## src/common/gpo_pkg.sv

```systemverilog
/*
  package for the pin output control block: register offsets, field
  layout and reset values.
  assumes an 8-bit register port with byte addresses from the host side.
*/
`default_nettype none
package gpo_pkg;
  localparam int          ADDR_W          = 8;
  localparam int          DATA_W          = 8;
  localparam int          LOW_PINS        = 6;
  localparam int          HIGH_PINS       = 5;
  localparam int          NUM_PINS        = 11;
  localparam logic [7:0]  OFS_LEVEL_LOW   = 8'h23;
  localparam logic [7:0]  OFS_LEVEL_HIGH  = 8'h24;
  localparam logic [7:0]  OFS_STYLE_LOW   = 8'h25;
  localparam logic [7:0]  OFS_STYLE_HIGH  = 8'h26;
  localparam logic [7:0]  OFS_DIR_LOW     = 8'h27;
  localparam logic [7:0]  OFS_DIR_HIGH    = 8'h28;
  localparam logic [5:0]  LOW_RESET       = 6'h00;
  localparam logic [4:0]  HIGH_RESET      = 5'h00;
  localparam logic [7:0]  READ_UNMAPPED   = 8'h00;
endpackage
`default_nettype wire

```

## src/logic/gpo_ctrl.sv

```systemverilog
/*
  per-pin output control for an eleven-pin expander: level, drive style
  and direction registers, and the pin drivers they steer.
  assumes the serial register interface ahead of it presents one-cycle
  write and read strobes with a byte address on clock_in.
*/
// Functional notes
// - an output pin whose level bit is 0 is driven low.
// - an output pin whose level bit is 1 is set high.
// - low level register bits 5..0 are pins 6..1, bits 7..6 reserved.
// - high level register bits 4..0 are pins 11..7, bits 7..5 reserved.
// - each pin has a style bit, 0 push-pull, 1 open-drain, low bank 5..0.
// - high style register bits 4..0 are pins 11..7, bits 7..5 reserved.
// - a direction bit of 0 makes the pin an input that is never driven.
// - a direction bit of 1 makes the pin an output driven by level/style.
// - direction bits sit at 4..0 (pins 11..7) and 5..0 (pins 6..1).
// - all level, style and direction bits read back what was written.
`timescale 1ns/1ps
`default_nettype none
module gpo_ctrl (
  input  wire logic                         clock_in,
  input  wire logic                         rst_n_in,
  input  wire logic                         wr_en_in,
  input  wire logic                         rd_en_in,
  input  wire logic [gpo_pkg::ADDR_W-1:0]   addr_in,
  input  wire logic [gpo_pkg::DATA_W-1:0]   wdata_in,
  output var  logic [gpo_pkg::DATA_W-1:0]   rdata_out,
  output var  logic                         rvalid_out,
  output var  logic [gpo_pkg::NUM_PINS-1:0] pin_out,
  output var  logic [gpo_pkg::NUM_PINS-1:0] pin_oe_out
);

  // ----------------------------------------------------------------
  // register file
  // ----------------------------------------------------------------
  logic [5:0] level_low_r,  level_low_nxt;
  logic [4:0] level_high_r, level_high_nxt;
  logic [5:0] style_low_r,  style_low_nxt;
  logic [4:0] style_high_r, style_high_nxt;
  logic [5:0] dir_low_r,    dir_low_nxt;
  logic [4:0] dir_high_r,   dir_high_nxt;
  logic [7:0] rdata_r,      rdata_nxt;
  logic       rvalid_r,     rvalid_nxt;

  always_comb begin
    level_low_nxt  = level_low_r;
    level_high_nxt = level_high_r;
    style_low_nxt  = style_low_r;
    style_high_nxt = style_high_r;
    dir_low_nxt    = dir_low_r;
    dir_high_nxt   = dir_high_r;
    if (wr_en_in) begin
      unique case (addr_in)
        gpo_pkg::OFS_LEVEL_LOW:  level_low_nxt  = wdata_in[5:0];
        gpo_pkg::OFS_LEVEL_HIGH: level_high_nxt = wdata_in[4:0];
        gpo_pkg::OFS_STYLE_LOW:  style_low_nxt  = wdata_in[5:0];
        gpo_pkg::OFS_STYLE_HIGH: style_high_nxt = wdata_in[4:0];
        gpo_pkg::OFS_DIR_LOW:    dir_low_nxt    = wdata_in[5:0];
        gpo_pkg::OFS_DIR_HIGH:   dir_high_nxt   = wdata_in[4:0];
        default: begin
        end
      endcase
    end
  end

  always_comb begin
    rvalid_nxt = rd_en_in;
    rdata_nxt  = rdata_r;
    if (rd_en_in) begin
      unique case (addr_in)
        gpo_pkg::OFS_LEVEL_LOW:  rdata_nxt = {2'h0, level_low_r};
        gpo_pkg::OFS_LEVEL_HIGH: rdata_nxt = {3'h0, level_high_r};
        gpo_pkg::OFS_STYLE_LOW:  rdata_nxt = {2'h0, style_low_r};
        gpo_pkg::OFS_STYLE_HIGH: rdata_nxt = {3'h0, style_high_r};
        gpo_pkg::OFS_DIR_LOW:    rdata_nxt = {2'h0, dir_low_r};
        gpo_pkg::OFS_DIR_HIGH:   rdata_nxt = {3'h0, dir_high_r};
        default:                 rdata_nxt = gpo_pkg::READ_UNMAPPED;
      endcase
    end
  end

  always_ff @(posedge clock_in) begin
    if (!rst_n_in) begin
      level_low_r  <= gpo_pkg::LOW_RESET;
      level_high_r <= gpo_pkg::HIGH_RESET;
      style_low_r  <= gpo_pkg::LOW_RESET;
      style_high_r <= gpo_pkg::HIGH_RESET;
      dir_low_r    <= gpo_pkg::LOW_RESET;
      dir_high_r   <= gpo_pkg::HIGH_RESET;
      rdata_r      <= 8'h00;
      rvalid_r     <= 1'b0;
    end else begin
      level_low_r  <= level_low_nxt;
      level_high_r <= level_high_nxt;
      style_low_r  <= style_low_nxt;
      style_high_r <= style_high_nxt;
      dir_low_r    <= dir_low_nxt;
      dir_high_r   <= dir_high_nxt;
      rdata_r      <= rdata_nxt;
      rvalid_r     <= rvalid_nxt;
    end
  end

  // ----------------------------------------------------------------
  // pin drivers
  // ----------------------------------------------------------------
  logic [10:0] pin_r,  pin_nxt;
  logic [10:0] oe_r,   oe_nxt;
  logic [10:0] lvl_all, sty_all, dir_all;

  assign lvl_all = {level_high_nxt, level_low_nxt};
  assign sty_all = {style_high_nxt, style_low_nxt};
  assign dir_all = {dir_high_nxt, dir_low_nxt};

  always_comb begin
    for (int i = 0; i < gpo_pkg::NUM_PINS; i++) begin
      pin_nxt[i] = lvl_all[i];
      oe_nxt[i]  = dir_all[i] & ~(sty_all[i] & lvl_all[i]);
    end
  end

  always_ff @(posedge clock_in) begin
    if (!rst_n_in) begin
      pin_r <= 11'h000;
      oe_r  <= 11'h000;
    end else begin
      pin_r <= pin_nxt;
      oe_r  <= oe_nxt;
    end
  end

  assign pin_out    = pin_r;
  assign pin_oe_out = oe_r;
  assign rdata_out  = rdata_r;
  assign rvalid_out = rvalid_r;

  // ----------------------------------------------------------------
  // checks
  // ----------------------------------------------------------------
  logic [10:0] lvl_q, sty_q, dir_q;
  assign lvl_q = {level_high_r, level_low_r};
  assign sty_q = {style_high_r, style_low_r};
  assign dir_q = {dir_high_r, dir_low_r};

  input_quiet_a: assert property (
    @(posedge clock_in) disable iff (!rst_n_in)
    ((oe_r & ~dir_q) == 11'h000))
    else $error("input pin driven");
  drive_low_a: assert property (
    @(posedge clock_in) disable iff (!rst_n_in)
    ((dir_q & ~lvl_q & ~(oe_r & ~pin_r)) == 11'h000))
    else $error("low output not driven");
  drive_high_a: assert property (
    @(posedge clock_in) disable iff (!rst_n_in)
    ((dir_q & ~sty_q & lvl_q & ~(oe_r & pin_r)) == 11'h000))
    else $error("high output not driven");
  output_drive_a: assert property (
    @(posedge clock_in) disable iff (!rst_n_in)
    (oe_r == (dir_q & ~(sty_q & lvl_q))))
    else $error("output enable mismatch");
  odrain_release_a: assert property (
    @(posedge clock_in) disable iff (!rst_n_in)
    ((oe_r & sty_q & lvl_q) == 11'h000))
    else $error("open drain drove high");
  low_write_a: assert property (
    @(posedge clock_in) disable iff (!rst_n_in)
    (wr_en_in && addr_in == gpo_pkg::OFS_LEVEL_LOW) |=>
    (level_low_r == $past(wdata_in[5:0])))
    else $error("low level write lost");
  high_write_a: assert property (
    @(posedge clock_in) disable iff (!rst_n_in)
    (wr_en_in && addr_in == gpo_pkg::OFS_LEVEL_HIGH) |=>
    (level_high_r == $past(wdata_in[4:0])))
    else $error("high level write lost");
  style_write_a: assert property (
    @(posedge clock_in) disable iff (!rst_n_in)
    (wr_en_in && addr_in == gpo_pkg::OFS_STYLE_LOW) |=>
    (style_low_r == $past(wdata_in[5:0])))
    else $error("style write lost");
  style_high_a: assert property (
    @(posedge clock_in) disable iff (!rst_n_in)
    (wr_en_in && addr_in == gpo_pkg::OFS_STYLE_HIGH) |=>
    (style_high_r == $past(wdata_in[4:0])))
    else $error("high style write lost");
  dir_write_a: assert property (
    @(posedge clock_in) disable iff (!rst_n_in)
    (wr_en_in && addr_in == gpo_pkg::OFS_DIR_HIGH) |=>
    (dir_high_r == $past(wdata_in[4:0])))
    else $error("direction write lost");
  dir_low_a: assert property (
    @(posedge clock_in) disable iff (!rst_n_in)
    (wr_en_in && addr_in == gpo_pkg::OFS_DIR_LOW) |=>
    (dir_low_r == $past(wdata_in[5:0])))
    else $error("low direction write lost");
  readback_a: assert property (
    @(posedge clock_in) disable iff (!rst_n_in)
    (rd_en_in && addr_in == gpo_pkg::OFS_DIR_LOW) |=>
    (rvalid_out && rdata_out == {2'h0, $past(dir_low_r)}))
    else $error("readback mismatch");
  read_pulse_a: assert property (
    @(posedge clock_in) disable iff (!rst_n_in)
    (rvalid_out == $past(rd_en_in)))
    else $error("read valid pulse wrong");
  level_hold_a: assert property (
    @(posedge clock_in) disable iff (!rst_n_in)
    !(wr_en_in && addr_in == gpo_pkg::OFS_LEVEL_LOW) |=>
    $stable(level_low_r))
    else $error("low level changed without write");
  reserved_zero_a: assert property (
    @(posedge clock_in) disable iff (!rst_n_in)
    (rd_en_in && addr_in == gpo_pkg::OFS_LEVEL_HIGH) |=>
    (rdata_out[7:5] == 3'h0))
    else $error("reserved bits nonzero");

  pp_high_c: cover property (@(posedge clock_in) disable iff (!rst_n_in)
    (oe_r[0] && pin_r[0]));
  pp_low_c: cover property (@(posedge clock_in) disable iff (!rst_n_in)
    (oe_r[5] && !pin_r[5] && !sty_q[5]));
  od_release_c: cover property (@(posedge clock_in) disable iff (!rst_n_in)
    (dir_q[10] && sty_q[10] && lvl_q[10] && !oe_r[10]));
  read_back_c: cover property (@(posedge clock_in) disable iff (!rst_n_in)
    (rvalid_out && rdata_out != 8'h00));

endmodule
`default_nettype wire

```

## config.mk

```make
export PLATFORM = sky130hd
export DESIGN_NAME = gpo_ctrl
export DESIGN_NICKNAME = d
export VERILOG_FILES = /design/src/common/gpo_pkg.sv /design/src/logic/gpo_ctrl.sv
export SDC_FILE = /design/constraint.sdc
export NUM_CORES = 1
export LEC_CHECK = 0
export ABC_AREA = 1
export BUFFER_PORTS_ARGS = -buffer_cell sky130_fd_sc_hd__buf_2
export CAP_MARGIN = 25
export CORE_MARGIN = 2
export CORE_UTILIZATION = 40
export CTS_CLUSTER_SIZE = 40
export DETAILED_ROUTE_END_ITERATION = 12
export GPL_ROUTABILITY_DRIVEN = 0
export RECOVER_POWER = 50
export SYNTH_ARGS = -nofsm -noshare
export SYNTH_HDL_FRONTEND = slang
export SYNTH_SLANG_ARGS = --single-unit
```

## constraint.sdc

```tcl
create_clock -name clock_in -period 2.7 [get_ports clock_in]
set_clock_uncertainty 0.1 [all_clocks]
set_input_delay 0.81 -clock clock_in [delete_from_list [all_inputs] [get_ports clock_in]]
set_output_delay 0.81 -clock clock_in [all_outputs]
set_load 0.03 [all_outputs]
```

======== Word-level counts from Yosys, hierarchy flattened ========
Index checks and enable logic that the tools add are counted.
word-level totals
  register bits ........................... 64
  input bits .............................. 20
  output and inout port bits .............. 31
  word-level logic and storage cells ...... 62
operators by class
  equal/unequal tests ..................... 6
  bitwise operators ....................... 33
  muxes and demuxes ....................... 13
operator list
  cell                count
  $eq 8x6->1 const B  6
  $mux 6              6
  $pmux 6 s6          1
  $mux 5              6
  $and 1x1->1         22
  $not 1->1           11

======== Logic depth before layout (Yosys ltp) ========
Gate-level depths: netlist of the first run.
  depth after elaboration ................. 6
  mapped depth ............................ 9
  gate-level depth less buffers ........... 8

======== Worst setup path before layout of the first run ========
Ideal clock, no wire load.
  kind .................................... input -> register
  start point ............................. input port addr_in[4] (netlist name)
  end point ............................... register oe_r[0] (netlist: pin_oe_out[0])
  cell stages on the path ................. 9
  library setup time ...................... 0.112 ns
  arrival time ............................ 1.597 ns
  buffers on the path ..................... 1
  setup slack ............................. 0.891 ns
  data required time ...................... 2.488 ns
  path through ............................ inv_2 > nand2_1 > nor2_4 > buf_6 > nand3_2 > nand2_1 > nand2_1 > nor2_1 > nor2_1
between the ends
  cells in the longest elaborated chain, start to end .. 6
  elaborated cells between the ends (all ways) .. 12
  those cells by class .................... eq/ne (3); mux (6); bitwise (3)
RTL lines
  what                    line             RTL
  start: declaration      gpo_ctrl.sv:25   input wire logic [gpo_pkg::ADDR_W-1:0] addr_in,
  $eq 8x6->1              gpo_ctrl.sv:53   unique case (addr_in)
  $mux 6                  gpo_ctrl.sv:53
  $mux 6                  gpo_ctrl.sv:52   if (wr_en_in) begin
  $and 1x1->1             gpo_ctrl.sv:118  oe_nxt[i] = dir_all[i] & ~(sty_all[i] & lvl_all[i]);
  $not 1->1               gpo_ctrl.sv:118
  $and 1x1->1 (*)         gpo_ctrl.sv:118
  end signal: assignment  gpo_ctrl.sv:128  oe_r <= oe_nxt;
  end: declaration        gpo_ctrl.sv:108  logic [10:0] oe_r, oe_nxt;
Every way passes the cells marked *; elsewhere a longest branch is shown, timed or not.
A chain may end at the register's enable or synchronous reset.

======== Final worst setup path of the first run ========
  start point ............................. input port addr_in[4] (netlist name)
  end point ............................... register oe_r[4] (netlist: pin_oe_out[4])
The elaborated chain is that of the path after synthesis.

==> results of run 1 <==
[how the worst max path moves through the flow]
stage,endpoint,from
after global placement,pin_oe_out[3],addr_in[4]
final,pin_oe_out[4],addr_in[4]
after detailed placement,pin_oe_out[3],addr_in[4]
after floorplan,pin_oe_out[0],addr_in[4]
after global routing,pin_oe_out[2],addr_in[6]
after CTS,pin_oe_out[3],addr_in[4]
[cell families (layout without fill, tap and decap cells)]
group / Yosys count / in the layout / synth area share (%)
AOI/OAI and AO/OA: 11 / 11 / 2.19
buffers and inverters: 77 / 120 / 13.3
DFF: 51 / 51 / 40.7
other: 1 / 2 / 0.149
and+or+nand+nor: 241 / 241 / 43.7
[sequential cells by signal, indices dropped and copies added (netlist names)]
register and count:
dir_high_r 5, dir_low_r 6, pin_out 1, style_low_r 6
pin_oe_out 11, rdata_out 6, level_high_r 5, rvalid_out 1
style_high_r 5, level_low_r 5
[power by group through the flow]
stage                     clock network, mW  logic (mW)  registers (mW)
after CTS                             0.451       0.115           0.762
final                                 0.436       0.112           0.762
after global placement                    0       0.115           0.779
after global routing                  0.482       0.124           0.763
after detailed placement                  0       0.115           0.779
after floorplan                           0      0.0691           0.790
[tightest hold or removal path, stage by stage (launching register included)]
cell and delay, ns:
dfxtp_1 0.33, o21ai_0 0.07, nor2_1 0.09
[per-layer routing]
layer	up-vias	GRT usage [%]
met4	0	5.22
li1	1251	-
met3	8	4.67
met1	1014	24.6
met2	54	29.0
met5	-	0
[stage by stage]
step	worst slack, ns	cells	hold slack, ns	instance area, um2
2_1_floorplan	0.891	382	0.410	2510
3_3_place_gp	0.355	492	0.395	2770
3_5_place_dp	0.326	492	0.408	2770
4_1_cts	0.653	500	0.431	2850
5_1_grt	0.474	500	0.470	2800
6_report	0.628	500	0.427	2800
[placed cells by master (no fill, tap or decap), drive strengths merged]
cell,netlist,routed
a21oi,5,5
inv,61,61
clkinv,0,1
nand3,45,45
conb,1,2
clkbuf,5,39
nand2,97,97
nor2,83,83
buf,11,19
dfxtp,51,51
o21ai,6,6
nand4,16,16
[final cells by class]
class	instances	area [um2]	area share, %
multi-input cells	254	1140	41.0
flip-flops and latches	51	1020	36.5
inverters	61	229	8.19
repair buffers	51	225	8.06
well taps	75	93.8	3.36
clock buffers	7	76.3	2.73
clock inverters	1	5.00	0.179
==> summary.md, run 1 <==
| Metric | Value |
|---|---|
| Status | `complete, no violations` |
| Fmax | `483 MHz` |
| Final net count | `444` |
| Max Root-Sink Buffers | `2` |
| DRC violations left | `0` |
| Final number of hold-violating endpoints | `0` |
| Met3 routed WL | `327 um` |
| DR WL/cell | `11.9 um` |
| Crit path DAT | `2.19 ns` |
| Critical path depth | `9` |
| Vias in the first global route | `2,232` |
| Number of synthesis warnings | `0` |
| I/O Buffers | `46` |
| Largest net degree at the start of global routing | `29` |
| Post-synth top area share | `40.7%` |
| Number of enable flip-flop cells after synthesis | `0` |
| Share of layout cells above drive strength 1 | `10.4%` |
| Die Width | `83.2 um` |
| Filler cells | `672` |
| Initial antenna violation count | `0` |
| Final core occ | `46.7%` |
| Worst Tran Pin Value | `0.610 ns` |
| CTS Buf Count | `5` |
| Clock Power Share | `33.3%` |
| Number of diodes | `0` |
| RSZ-0062 raised after global routing | `false` |
| Count leader, synth | `nand2_1` |
| CTS tree | `done` |
| Crit-path max FO | `19` |
| Worst setup EP type | `flop` |
| Yosys reg bits | `51` |
| CTS H-tree lvls | `2` |
| Comb pwr share | `8.5%` |
| Initial core utilization | `41.9%` |
| Worst IR Drop VDD | `0.000328 V` |
| Die area | `6920 um2` |
| Critical path's slowest cell | `nor2_4` |
| P&R area growth vs syn | `11.4%` |
| Static leakage | `1.38 nW` |
| Net load switching power | `340 uW` |
| Gr usage total | `18.3%` |
| Slew Viols, Final | `0` |
| Buffers and inverters on the worst path | `2` |
| Clk_lat worst skew | `0.31 ns` |
| Dpl hpwl | `4.35 mm` |
| Reg2Reg Depth | `5` |
| Most used cell along the critical path | `nand2_1` |
| Worst slew margin | `59.3%` |
| DRT Wirelength | `5.94 mm` |
| MaxCap Viol Count | `0` |
| Final setup fails | `0` |
| Via count | `2,327` |
| Critical path's largest stage delay | `0.39 ns` |
| Post-DRT Antenna Nets | `0` |
| Chip height | `83.2 um` |
| First-pass GRT wire length | `10.4 mm` |
| Hold Crit Endpoint | `rdata_out[5]` |
| Worst Setup Path Type | `input pin to flop` |
| Critical Path RT | `2.81 ns` |
| Hold_sp | `rdata_out[5]` |
| Setup TNS | `0 ns` |
| Avg Inst Size Synth | `6.59 um2` |
| Post-Synthesis Cells | `381` |
| DR top layer | `met4` |
| Hold_buf cts | `0` |
| Post-CTS sizing | `0` |
| Register clock-pin slew on the reported worst setup and hold paths | `0.09 ns` |
| Ys async rst share | `0%` |
| Sequential cell area fraction in the yosys report | `40.7%` |
| Power, Total | `1.31 mW` |
| Pwr Density | `468 nW/um2` |
| Placeable Area | `5990 um2` |
| Row count | `28` |
| Int Pwr | `969 uW` |
| Iteration count of the initial detailed-routing pass | `4` |
| Cell variety after synth | `20` |
| Fin crit period | `2.07 ns` |
| CTS root buffer | `clkbuf_8` |
| Most frequent cells after synthesis | `nand2_1 (94), nor2_1 (75), inv_1 (56)` |
| 1st-iter DRT viols | `88` |
| R2R setup slack | `1.72 ns` |
| Crit share post-route | `76.8%` |
| HP Class | `flop to flop` |
| R2r startpoint | `level_low_r[4]` |
| Net Sw Frac | `26.0%` |
| Met2 routed WL | `2.59 mm` |
| Worst reg2reg endpoint | `pin_oe_out[4]` |
| Synth Cell Area | `2510 um2` |
| Postcts setup bufs | `0` |
| # clock sinks | `51` |
| Critical path launch point type | `input pin` |
| Top Family by Delay on Critical Path | `simple AND/OR/NAND/NOR gates` |
| Worst-path cell chain | `buf_2 -> inv_2 -> nand2_1 -> nor2_4 -> nand3_1 -> nand2_1 -> nand2_1 -> nor2_1 -> nor2_1` |
| Dominant cell type by area after synthesis | `dfxtp_1` |
| Largest cells by area after synthesis | `dfxtp_1 (41%), nand2_1 (14%), nor2_1 (11%)` |
| Power share of the sequential group | `58.2%` |
| Boundary pin count | `51` |
| Grt ovf | `0` |
| Synth Flop Type | `dfxtp_1` |
| Vias per cell | `4.65` |
| Number of cells on the worst hold path | `2` |
| Metal-1 WL | `2.93 mm` |
Note: power is estimated with default switching activity, not from simulation.
==> inputs of run 2 (changes only) <==
clock period = 1.75 ns   (was 2.7 ns; I/O delays follow)
==> summary.md, run 2 (same netlist as run 1, synthesis figures left out) <==
| Metric | Value |
|---|---|
| Status | `complete, no violations (unchanged)` |
| Placeable Area | `5990 um2 (unchanged)` |
| MaxCap Viol Count | `0 (unchanged)` |
| 1st-iter DRT viols | `165 (was 88)` |
| Vias per cell | `4.62 (was 4.65)` |
| Critical path startpoint | `rdata_out[4] (was addr_in[4])` |
| Hold Crit Endpoint | `rdata_out[5] (unchanged)` |
| DRC violations left | `0 (unchanged)` |
| First-pass GRT wire length | `10.3 mm (was 10.4 mm)` |
| Number of cells on the worst hold path | `2 (unchanged)` |
| Critical Path RT | `1.12 ns (was 2.81 ns)` |
| Clk_lat worst skew | `0.30 ns (was 0.31 ns)` |
| Max reg flops | `11 (unchanged)` |
| Grt ovf | `0 (unchanged)` |
| Final setup fails | `0 (unchanged)` |
| # placed instances | `504 (was 492)` |
| Worst Setup Path Type | `flop to output pin (was input pin to flop)` |
| Slew Viols, Final | `0 (unchanged)` |
| R2r startpoint | `level_low_r[4] (unchanged)` |
| Gr usage total | `18.0% (was 18.3%)` |
| Share of layout cells above drive strength 1 | `16.2% (was 10.4%)` |
| P&R area growth vs syn | `16.7% (was 11.4%)` |
| Met1 Use GR | `24.4% (was 24.6%)` |
| Dpl hpwl | `4.54 mm (was 4.35 mm)` |
| M3 GR Usage | `4.17% (was 4.67%)` |
| Worst setup EP type | `output pin (was flop)` |
| CTS Buf Count | `5 (unchanged)` |
| Critical path's largest stage delay | `0.34 ns (was 0.39 ns)` |
| Critical path's slowest cell | `dfxtp_1 (was nor2_4)` |
| Row count | `28 (unchanged)` |
| Max Root-Sink Buffers | `2 (unchanged)` |
| # clock sinks | `51 (unchanged)` |
| Worst Tran Pin Value | `0.572 ns (was 0.610 ns)` |
| Buffers and inverters on the worst path | `1 (was 2)` |
| Final hold slack | `0.417 ns (was 0.427 ns)` |
| DRT Wirelength | `6.00 mm (was 5.94 mm)` |
| CTS H-tree lvls | `2 (unchanged)` |
| HP Class | `flop to flop (unchanged)` |
| Register clock-pin slew on the reported worst setup and hold paths | `0.09 ns (about the same)` |
| Post-CTS sizing | `0 (unchanged)` |
| Iteration count of the initial detailed-routing pass | `4 (unchanged)` |
| Most utilized layer in the global route result | `met2 (unchanged)` |
| Commonest non-fill, non-tap cells in the layout | `nand2_1 (94), nor2_1 (76), inv_1 (57) (was nand2_1 (94), nor2_1 (75), inv_1 (56))` |
| Hold_buf cts | `0 (unchanged)` |
| Crit share post-route | `90.0%` |
| Pwr Density | `718 nW/um2 (was 468 nW/um2)` |
| CTS tree | `done (unchanged)` |
| Initial antenna violation count | `0 (unchanged)` |
| Die area | `6920 um2 (unchanged)` |
| Reg2Reg Depth | `5 (unchanged)` |
| Vias in the first global route | `2,194 (was 2,232)` |
| Seq. cell area | `1020 um2 (unchanged)` |
| Final net count | `456 (was 444)` |
| Static leakage | `1.52 nW (was 1.38 nW)` |
| Initial core utilization | `41.9% (unchanged)` |
| Hold_sp | `rdata_out[5] (unchanged)` |
| Post-DRT Antenna Nets | `0 (unchanged)` |
| Worst reg2reg endpoint | `pin_oe_out[4] (unchanged)` |
| Worst-path cell chain | `clkbuf_1 (was buf_2 -> inv_2 -> nand2_1 -> nor2_4 -> nand3_1 -> nand2_1 -> nand2_1 -> nor2_1 -> nor2_1)` |
| Crit-path max FO | `2 (was 19)` |
| Boundary pin count | `51 (unchanged)` |
| Fin cells | `512 (was 500)` |
| Worst slew margin | `61.9% (was 59.3%)` |
| Top Family by Delay on Critical Path | `flip-flops (was simple AND/OR/NAND/NOR gates)` |
| Fin crit period | `1.57 ns` |
| Fmax | `635 MHz` |
| Largest net degree at the start of global routing | `23 (was 29)` |
| DR WL/cell | `11.7 um (was 11.9 um)` |
| Commonest non-fill, non-tap cell in the layout | `nand2_1 (unchanged)` |
| Postcts setup bufs | `0 (unchanged)` |
| Number of diodes | `0 (unchanged)` |
| Filler cells | `655 (was 672)` |
| CTS root buffer | `clkbuf_8 (unchanged)` |
| R2R setup slack | `0.82 ns (was 1.72 ns)` |
| Final number of hold-violating endpoints | `0 (unchanged)` |
| RSZ-0062 raised after global routing | `false (unchanged)` |
| Critical path launch point type | `flop (was input pin)` |
| GRT met2 Usage | `29.0% (unchanged)` |
| Die Width | `83.2 um (unchanged)` |
| Multi-input combinational cell area | `1140 um2 (about the same)` |
| Crit path DAT | `0.95 ns (was 2.19 ns)` |
| Via count | `2,365 (was 2,327)` |
| I/O Buffers | `46 (unchanged)` |
| Worst IR Drop VDD | `0.000301 V (was 0.000328 V)` |
| Chip height | `83.2 um (unchanged)` |
## run 2: cell types whose count changed in the layout (fill, tap and decap cells not counted), moves of 2 or more
cell / change
buf_4: +11
buf_2: +16
clkbuf_1: -17
clkbuf_8: +2
## run 2: per-layer routing
metal	vias up	wire length [um]	share of wire, %
met5	-	0	0
met4	0	57	0.95
met3	5	278	4.6
met2	50	2700	45
met1	1038	2960	49
li1	1272	-	-
## run 2: where the power goes
group          internal (mW)  switching (mW)  total [mW]  leakage (nW)
Clock                  0.362           0.378       0.740        0.0515
Sequential              1.17         0.00451        1.17         0.412
Combinational         0.0569           0.132       0.189          1.06
Total                   1.59           0.515        2.10          1.52
## run 2: per-stage QoR
step                total power [mW]  util [%]  setup slack (ns)  setup TNS, ns  instance area, um2
finish                          2.10      48.9             0.175              0                2930
floorplan                       1.33         -             0.226              0                2510
detailed placement              1.40      48.0            -0.114          -1.18                2870
CTS                             2.13      49.6             0.226              0                2970
global placement                1.40      48.0           -0.0791         -0.690                2870
global route                    2.21      48.9            0.0500              0                2930
## run 2: layout make-up
class | count | area share, %
inverters | 61 | 7.82
clock buffers | 8 | 3.42
multi-input cells | 254 | 38.8
flip-flops and latches | 51 | 34.9
repair buffers | 63 | 11.9
well taps | 75 | 3.20
## run 2: how the worst max path moves through the flow
stage                     depth (start not counted)       endpoint  slack, ns
final                                             1   rdata_out[4]       0.18
after global routing                              9  pin_oe_out[9]       0.05
after CTS                                        10  pin_oe_out[3]       0.23
after detailed placement                         10  pin_oe_out[3]      -0.11
after global placement                           10  pin_oe_out[3]      -0.08
after floorplan                                   9  pin_oe_out[0]       0.23
